File: config.mk
export PLATFORM = sky130hd
export DESIGN_NAME = cirw_window
export DESIGN_NICKNAME = d
export VERILOG_FILES = /design/src/core/cirw_pkg.sv /design/src/core/cirw_index_ptr.sv /design/src/core/cirw_window.sv
export SDC_FILE = /design/constraint.sdc
export NUM_CORES = 1
export LEC_CHECK = 0
export ABC_AREA = 1
export BUFFER_PORTS_ARGS = -buffer_cell sky130_fd_sc_hd__buf_2
export CAP_MARGIN = 20
export CORE_ASPECT_RATIO = 1.25
export CORE_UTILIZATION = 40
export DETAILED_ROUTE_END_ITERATION = 10
export MAX_ROUTING_LAYER = met4
export SYNTH_ARGS = -nofsm -noshare
export SYNTH_HDL_FRONTEND = slang
export SYNTH_HIERARCHICAL = 1
export SYNTH_SLANG_ARGS = --single-unit
File: constraint.sdc
create_clock -name ref_clk -period 5.8 [get_ports ref_clk]
set_input_delay 1.45 -clock ref_clk [delete_from_list [all_inputs] [get_ports ref_clk]]
set_output_delay 1.45 -clock ref_clk [all_outputs]
set_load 0.02 [all_outputs]
File: src/core/cirw_pkg.sv
// Shared constants, types and decoders for the indexed register window.
package cirw_pkg;

    // ==========================================================
    // Register locations
    localparam logic [7:0] SFR_PAGE_CAN = 8'h01;
    localparam logic [7:0] SFR_CTRL = 8'hF8;
    localparam logic [7:0] SFR_TEST = 8'hDB;
    localparam logic [7:0] SFR_STAT = 8'hC0;
    localparam logic [7:0] SFR_DATH = 8'hD9;
    localparam logic [7:0] SFR_DATL = 8'hD8;
    localparam logic [7:0] SFR_ADR = 8'hDA;

    // ==========================================================
    // Controller index space and fields
    localparam int IDX_W = 7;
    localparam logic [IDX_W-1:0] IDX_CTRL = 7'h00;
    localparam logic [IDX_W-1:0] IDX_STAT = 7'h01;
    localparam logic [IDX_W-1:0] IDX_TEST = 7'h05;
    localparam int CTRL_IRQ_BIT = 4;
    localparam logic [7:0] MSG_ONE_FIRST = 8'h08;
    localparam logic [7:0] MSG_ONE_LAST = 8'h12;
    localparam logic [7:0] MSG_TWO_FIRST = 8'h20;
    localparam logic [7:0] MSG_TWO_LAST = 8'h2A;
    localparam logic [1:0] BE_WORD = 2'h3;
    localparam logic [1:0] BE_LOW = 2'h1;

    // ==========================================================
    // Reset values
    localparam logic [7:0] DATH_RESET = 8'h00;
    localparam logic [7:0] PTR_RESET = 8'h00;

    // ==========================================================
    // Carriers
    typedef struct packed {
        logic [7:0] addr;
        logic [7:0] page;
        logic wr;
        logic rd;
        logic [7:0] wdata;
    } cirw_sfr_req_t;

    typedef struct packed {
        logic wr;
        logic rd;
        logic [IDX_W-1:0] index;
        logic [1:0] be;
        logic [15:0] wdata;
    } cirw_ctl_req_t;

    typedef enum logic [1:0] {
        CIRW_IDLE = 2'b01,
        CIRW_FETCH = 2'b10
    } cirw_state_t;

    // ==========================================================
    // Decoders
    function automatic logic in_autoinc(input logic [7:0] p);
        return (p >= MSG_ONE_FIRST && p <= MSG_ONE_LAST) ||
               (p >= MSG_TWO_FIRST && p <= MSG_TWO_LAST);
    endfunction

    function automatic logic sfr_hit(input cirw_sfr_req_t r,
                                     input logic [7:0] a);
        return (r.page == SFR_PAGE_CAN) && (r.addr == a);
    endfunction

    // The interrupt indicator is not a controller bit: it is substituted on
    // reads and forced low on writes of the control word's low byte.
    function automatic logic [7:0] ctrl_patch(input logic [7:0] b,
                                              input logic [IDX_W-1:0] idx,
                                              input logic irq);
        logic [7:0] r;
        r = b;
        if (idx == IDX_CTRL) begin
            r[CTRL_IRQ_BIT] = irq;
        end
        return r;
    endfunction

endpackage

File: src/core/cirw_index_ptr.sv
// Index pointer with message-interface auto-increment.
module cirw_index_ptr
    import cirw_pkg::*;
(
    input wire logic ref_clk,
    input wire logic rst_n,
    input wire logic load,
    input wire logic [7:0] load_value,
    input wire logic step,
    output logic [7:0] ptr
);

    logic [7:0] ptr_reg;
    logic [7:0] ptr_next;

    always_comb begin
        ptr_next = ptr_reg;
        if (load) begin
            ptr_next = load_value;
        end else if (step && in_autoinc(ptr_reg)) begin
            ptr_next = ptr_reg + 8'h01;
        end
    end

    always_ff @(posedge ref_clk) begin
        if (!rst_n) begin
            ptr_reg <= PTR_RESET;
        end else begin
            ptr_reg <= ptr_next;
        end
    end

    assign ptr = ptr_reg;
endmodule

File: src/core/cirw_window.sv
// Byte-wide special-function window onto the 16-bit controller registers.
module cirw_window
    import cirw_pkg::*;
(
    input wire logic ref_clk,
    input wire logic rst_n,
    input wire cirw_sfr_req_t sfr,
    input wire logic [15:0] ctl_rdata,
    input wire logic ctl_irq_active,
    output logic [7:0] sfr_rdata,
    output logic sfr_rvalid,
    output cirw_ctl_req_t ctl_req,
    output logic irq_flag
);

    // ==========================================================
    // State
    cirw_state_t state_reg, state_next;
    cirw_ctl_req_t req_reg, req_next;
    logic [7:0] dath_reg, dath_next;
    logic [7:0] rdata_reg, rdata_next;
    logic rvalid_reg, rvalid_next;
    logic hi_sel_reg, hi_sel_next;
    logic irq_reg, irq_next;
    logic ptr_load, ptr_step;
    // Only the low seven pointer bits index the controller; bit 7 is kept
    // so that software reads back exactly what it wrote.
    logic [7:0] ptr;
    logic [IDX_W-1:0] wr_idx;

    cirw_index_ptr u_ptr (
        .ref_clk(ref_clk),
        .rst_n(rst_n),
        .load(ptr_load),
        .load_value(sfr.wdata),
        .step(ptr_step),
        .ptr(ptr)
    );

    // ==========================================================
    // Access sequencing
    // A controller read takes one extra cycle so that the returned word is
    // sampled from a registered request; the bus is refused meanwhile.
    always_comb begin
        state_next = state_reg;
        req_next = req_reg;
        req_next.wr = 1'b0;
        req_next.rd = 1'b0;
        dath_next = dath_reg;
        rdata_next = rdata_reg;
        rvalid_next = 1'b0;
        hi_sel_next = hi_sel_reg;
        ptr_load = 1'b0;
        ptr_step = 1'b0;
        wr_idx = IDX_CTRL;
        irq_next = ctl_irq_active;
        unique case (state_reg)
            CIRW_IDLE: begin
                if (sfr.wr) begin
                    if (sfr_hit(sfr, SFR_ADR)) begin
                        ptr_load = 1'b1;
                    end else if (sfr_hit(sfr, SFR_DATH)) begin
                        dath_next = sfr.wdata;
                    end else if (sfr_hit(sfr, SFR_DATL)) begin
                        wr_idx = ptr[IDX_W-1:0];
                        req_next.wr = 1'b1;
                        req_next.index = wr_idx;
                        req_next.be = BE_WORD;
                        req_next.wdata = {dath_reg,
                            ctrl_patch(sfr.wdata, wr_idx, 1'b0)};
                        ptr_step = 1'b1;
                    end else if (sfr_hit(sfr, SFR_CTRL) ||
                                 sfr_hit(sfr, SFR_TEST) ||
                                 sfr_hit(sfr, SFR_STAT)) begin
                        wr_idx = sfr_hit(sfr, SFR_CTRL) ? IDX_CTRL :
                                 sfr_hit(sfr, SFR_TEST) ? IDX_TEST :
                                 IDX_STAT;
                        req_next.wr = 1'b1;
                        req_next.index = wr_idx;
                        req_next.be = BE_LOW;
                        req_next.wdata = {8'h00,
                            ctrl_patch(sfr.wdata, wr_idx, 1'b0)};
                    end
                end else if (sfr.rd) begin
                    if (sfr_hit(sfr, SFR_ADR)) begin
                        rdata_next = ptr;
                        rvalid_next = 1'b1;
                    end else if (sfr_hit(sfr, SFR_DATH) ||
                                 sfr_hit(sfr, SFR_DATL)) begin
                        req_next.rd = 1'b1;
                        req_next.index = ptr[IDX_W-1:0];
                        hi_sel_next = sfr_hit(sfr, SFR_DATH);
                        state_next = CIRW_FETCH;
                    end else if (sfr_hit(sfr, SFR_CTRL) ||
                                 sfr_hit(sfr, SFR_TEST) ||
                                 sfr_hit(sfr, SFR_STAT)) begin
                        req_next.rd = 1'b1;
                        req_next.index = sfr_hit(sfr, SFR_CTRL) ? IDX_CTRL :
                                         sfr_hit(sfr, SFR_TEST) ? IDX_TEST :
                                         IDX_STAT;
                        hi_sel_next = 1'b0;
                        state_next = CIRW_FETCH;
                    end
                end
            end
            // Strobes seen here are dropped, so software must leave one idle
            // cycle after any controller read.
            CIRW_FETCH: begin
                rdata_next = hi_sel_reg ? ctl_rdata[15:8] :
                    ctrl_patch(ctl_rdata[7:0], req_reg.index,
                               irq_reg);
                rvalid_next = 1'b1;
                state_next = CIRW_IDLE;
            end
        endcase
    end

    always_ff @(posedge ref_clk) begin
        if (!rst_n) begin
            state_reg <= CIRW_IDLE;
            req_reg <= '0;
            dath_reg <= DATH_RESET;
            rdata_reg <= 8'h00;
            rvalid_reg <= 1'b0;
            hi_sel_reg <= 1'b0;
            irq_reg <= 1'b0;
        end else begin
            state_reg <= state_next;
            req_reg <= req_next;
            dath_reg <= dath_next;
            rdata_reg <= rdata_next;
            rvalid_reg <= rvalid_next;
            hi_sel_reg <= hi_sel_next;
            irq_reg <= irq_next;
        end
    end

    assign sfr_rdata = rdata_reg;
    assign sfr_rvalid = rvalid_reg;
    assign ctl_req = req_reg;
    assign irq_flag = irq_reg;
endmodule

# Word level (Yosys, flattened, before mapping)
# Index checks and enable logic that the tools add are counted.
# Widths: inputs -> output; s select.
# totals
regBits	56
# classes
add_sub_neg	1
reduce_logical	29
muxes	42
order_cmp	4
eq_ne	16
bitwise	6
# op_table
cell	count
$mux 25	4
$mux 8	8
$eq 8x8->1 const B	6
$logic_not 7->1	3
$mux 7	3
$mux 1	17
$pmux 8 s2	1
$mux 2	5
$ne 2x2->1 const B	5
$reduce_and 5->1	2
$reduce_or 5->1	2
$logic_and 1x1->1	9
$add 8x1->8 const B	1
$eq 8x1->1 const B	1
$ge 8x4->1 const B	1
$ge 8x6->1 const B	1
$le 8x5->1 const B	1
$le 8x6->1 const B	1
$reduce_and 4->1	2
$reduce_bool 2->1	4
$mux 3	2
$not 1->1	6
$reduce_and 6->1	1
$logic_or 1x1->1	4
other kinds (8)	8

# Depth between registers and ports, before layout
# depth
word_depth	11
depth_mapped	14

# Modules after synthesis
# Netlist, hierarchy kept.
# by_module_without_submodules
module	instances	area_per_inst_um2	cells_each	seq_area_each_um2
cirw_window	1	2443.6	370	960.9
cirw_index_ptr	1	548.0	83	160.2

# Worst setup path before layout
# No wires, ideal clock.
# synth_timing
path_type	input-to-reg
from	in sfr[15] (netlist name)
to	reg u_ptr.ptr_reg[3], in the netlist u_ptr/ptr[3]
slack_ps	2943
path_stages	13
setup_time_ps	116
t_required_ps	5684
arrival_time_ps	2742
cell_sequence	nor2_2 > nand2_1 > nor2_4 > buf_6 > nand2_2 > nor2_4 > nand2_2 > nor2_4 > nand3_4 > nand2_4 > inv_2 > nor2_1 > nor2_1
# synth_via
elab_chain_len	9
# synth_rtl
element	line_no	rtl
start: declaration	cirw_window.sv:7	input wire cirw_sfr_req_t sfr,
$eq 8x1->1 *	cirw_pkg.sv:65	return (r.page == SFR_PAGE_CAN) && (r.addr == a);
$logic_and 1x1->1	cirw_pkg.sv:65	
$mux 1	cirw_window.sv:64	end else if (sfr_hit(sfr, SFR_DATL)) begin
$mux 1	cirw_window.sv:62	end else if (sfr_hit(sfr, SFR_DATH)) begin
$mux 1 *	cirw_window.sv:60	if (sfr_hit(sfr, SFR_ADR)) begin
$mux 1 *	cirw_window.sv:59	if (sfr.wr) begin
$mux 1 *	cirw_window.sv:57	unique case (state_reg)
named net ptr_step	cirw_window.sv:25	logic ptr_load, ptr_step;
$logic_and 1x1->1 *	cirw_index_ptr.sv:20	end else if (step && in_autoinc(ptr_reg)) begin
$reduce_bool 2->1 (no source line) *	--	
end signal: assignment	cirw_index_ptr.sv:29	ptr_reg <= ptr_next;
end: declaration	cirw_index_ptr.sv:13	logic [7:0] ptr_reg;
# The timed path passes the listed nets; every way through them passes the cells marked *.
# A chain may end at the register's enable or synchronous reset.

# Final worst setup path
# layout_timing
from	in sfr[20] (netlist name)
to	reg u_ptr.ptr_reg[3], in the netlist u_ptr/ptr[3]
# layout_rtl
element	line_no
$eq 8x8->1 *	cirw_pkg.sv:65
$logic_and 1x1->1 *	cirw_pkg.sv:65
$mux 1 *	cirw_window.sv:60
$mux 1 *	cirw_window.sv:59
$mux 1 *	cirw_window.sv:57
named net ptr_load	cirw_window.sv:25
$mux 8 or $reduce_bool 2->1 (tied branches)	--
# Marks and branches as above.

==> results.md <==
- Status: finished clean
- Setup crit end kind: register
- Final net count: 575
- Postcts setup bufs: 0
- Slew @ Worst Pin: 0.665 ns
- Cell area after synthesis: 2990 um^2
- Max reg flops: 27
- Final core utilization: 49.4%
- WL per Instance: 11.8 um
- R2r startpoint: state_reg[1]
- First-pass GRT wire length: 11.9 mm
- Yosys warnings: 6
- CTS tree: done
- Critical setup path kind: input port to register
- Worst Path Arrival: 3.31 ns
- RSZ-0062 raised after global routing: false
- Synth Instances: 453
- Hold Violations, Final: 0
- Max VDD drop: 0.127 mV
- I/O pin count: 82
- Register area share after synthesis: 37.5%
- Iteration-0 DRC Markers: 142
- Synth top area share: 37.5%
- Required time worst endpoint: 6.02 ns
- Area leader, netlist: dfxtp_1
- ANT cells: 0
- H-tree level count: 2
- HP Class: register to register
- Vias: 3,003
- Die height: 98.7 um
- Rows: 34
- Die footprint: 7830 um^2
- 1st-pass router iterations: 4
- Largest net degree at the start of global routing: 41
- Post-Syn Area per Cell: 6.60 um^2
- F_max: 0.323 GHz
- Share of layout cells above drive strength 1: 25.0%
- Grt ovf: 0
- Leakage: 0.00175 uW
- Slew Limit Fails: 0
- Vias in the first global route: 2,685
- Synth Register Bits: 56
- Initial antenna violation count: 0
- Area of placed instances: 3420 um^2
- Post-detail-place hpwl: 5.59 mm
- Final worst path period share: 53.4%
- CTS Buf Count: 5
- CTS sink count: 56
- Clock Tree Root: clkbuf_8
- Synth top area cells: dfxtp_1 37%, nand2_1 13%, nor2_1 9.3%, a21oi_1 7.7%, inv_1 5.4%
- CP Launch Type: input port
- CTS-repair resized insts: 0
- Post-route design area: 3510 um^2
- Via density: 4.85
- Max-cap violation count: 0
- Clock period minus worst slack: 3.09 ns
- Synth unique cells: 30
- Crit Path Max Fanout: 12
- Fin Setup TNS: 0 ns
- DRT antenna net count: 0
- Routed WL: 7.30 mm
- PortBufs: 81
- Syn Nets: 500
- GP Congestion: 0.910
- PwrDens: 188 nW/um^2
- Reg clk slew, reported paths: 0.11 ns
- Hold bufs inserted after CTS: 0
- Tightest hold margin: 0.465 ns
- Worst rel slew slack: 55.7%
- Starting density of the core: 42.1%
- Core area: 7100 um^2
- Final Skew: 0.00489 ns
- Crit. Startpoint: sfr[20]
- Synthesis-to-finish area growth: 17.4%
- # setup viols final: 0
- All-Layer GR Usage: 19.7%
- Worst-Skew Late Latency: 0.31 ns
- Hold Crit Start: ctl_req[11]
- DRC: 0
- CTS max path bufs: 2
- Die X-Extent: 79.4 um
==> final timing paths <==
kind | endpoint | slack, ns | depth (start not counted)
min reg2reg | ctl_req[11] | 0.47 | 2
max | u_ptr/ptr[3] | 2.71 | 13
min | ctl_req[11] | 0.47 | 2
max reg2reg | u_ptr/ptr[3] | 4.08 | 12
==> stage by stage <==
step | power [uW] | setup slack, ns | instances
global placement | 441 | 2.45 | 611
floorplan | 418 | 2.94 | 453
global route | 688 | 2.48 | 619
CTS | 667 | 2.69 | 619
finish | 661 | 2.71 | 619
detailed placement | 442 | 2.36 | 611
==> logic make-up after synthesis <==
logic type	count (synthesis)	synth area share, %
simple gates	251	38.4
fa+ha+maj	2	0.836
buf+inv	66	9.91
flops	56	37.5
compound gates	78	13.4
==> critical path: stages <==
cell and delay (ns):
buf_2 0.12, inv_2 0.06, nand2_1 0.09, nor2_2 0.16, nand2_1 0.10, nor2_2 0.17
nand2_1 0.09, nor2_1 0.49, clkinv_4 0.23, nand2_4 0.16, inv_2 0.05, nor2_1 0.10
nor2_1 0.05
==> final cells by class <==
class | instances | area [um^2]
Clock buffer | 5 | 68.8
Clock inverter | 3 | 26.3
Fill cell | 755 | 3590
Inverter | 53 | 204
Multi-Input combinational cell | 331 | 1570
Sequential cell | 56 | 1120
Tap cell | 90 | 113
Timing Repair Buffer | 81 | 405
==> routing by layer <==
layer / up-vias / GRT usage (%) / share of wire (%)
met5: - / - / 0
met4: 0 / 5.45 / 1.1
met3: 10 / 3.15 / 4.6
met2: 81 / 33.1 / 48
met1: 1329 / 24.1 / 47
li1: 1583 / - / -
==> Yosys cell counts <==
library cell / n
ha_1: 2
buf_6: 5
buf_2: 2
clkinv_1: 2
o21a_1: 1
nand3_1: 30
inv_2: 7
nand3_4: 2
buf_4: 1
nand2_4: 2
nand2_2: 16
o21ai_0: 20
a21oi_1: 46
nor2_2: 8
inv_1: 43
a31oi_1: 3
or2_2: 1
nand4_1: 3
dfxtp_1: 56
nor2_1: 74
nor3_1: 3
o21bai_1: 1
nor3_2: 1
nand2_1: 104
o22ai_1: 2
clkinv_4: 1
clkbuf_1: 5
nor2_4: 5
o21ai_1: 5
nand3b_1: 2
==> where the power goes <==
part	internal (uW)	switching, uW
logic	18.2	29.1
clock network	88.3	141
registers	385	0.275
==> layout by cell type (no fill, tap or decap) <==
cell type,count
nand2_1,104
buf_2,81
nor2_1,74
dfxtp_1,56
a21oi_1,46
inv_1,43
nand3_1,30
o21ai_0,20
nand2_2,16
nor2_2,8
inv_2,7
nor2_4,5
o21ai_1,5
clkbuf_8,5
nand4_1,3
nor3_1,3
a31oi_1,3
nand3_4,2
nand2_4,2
clkinv_1,2
o22ai_1,2
nand3b_1,2
clkinvlp_4,2
ha_1,2
o21a_1,1
inv_8,1
clkinv_4,1
or2_2,1
nor3_2,1
o21bai_1,1
No activity file was read; power rests on OpenSTA's default activity.
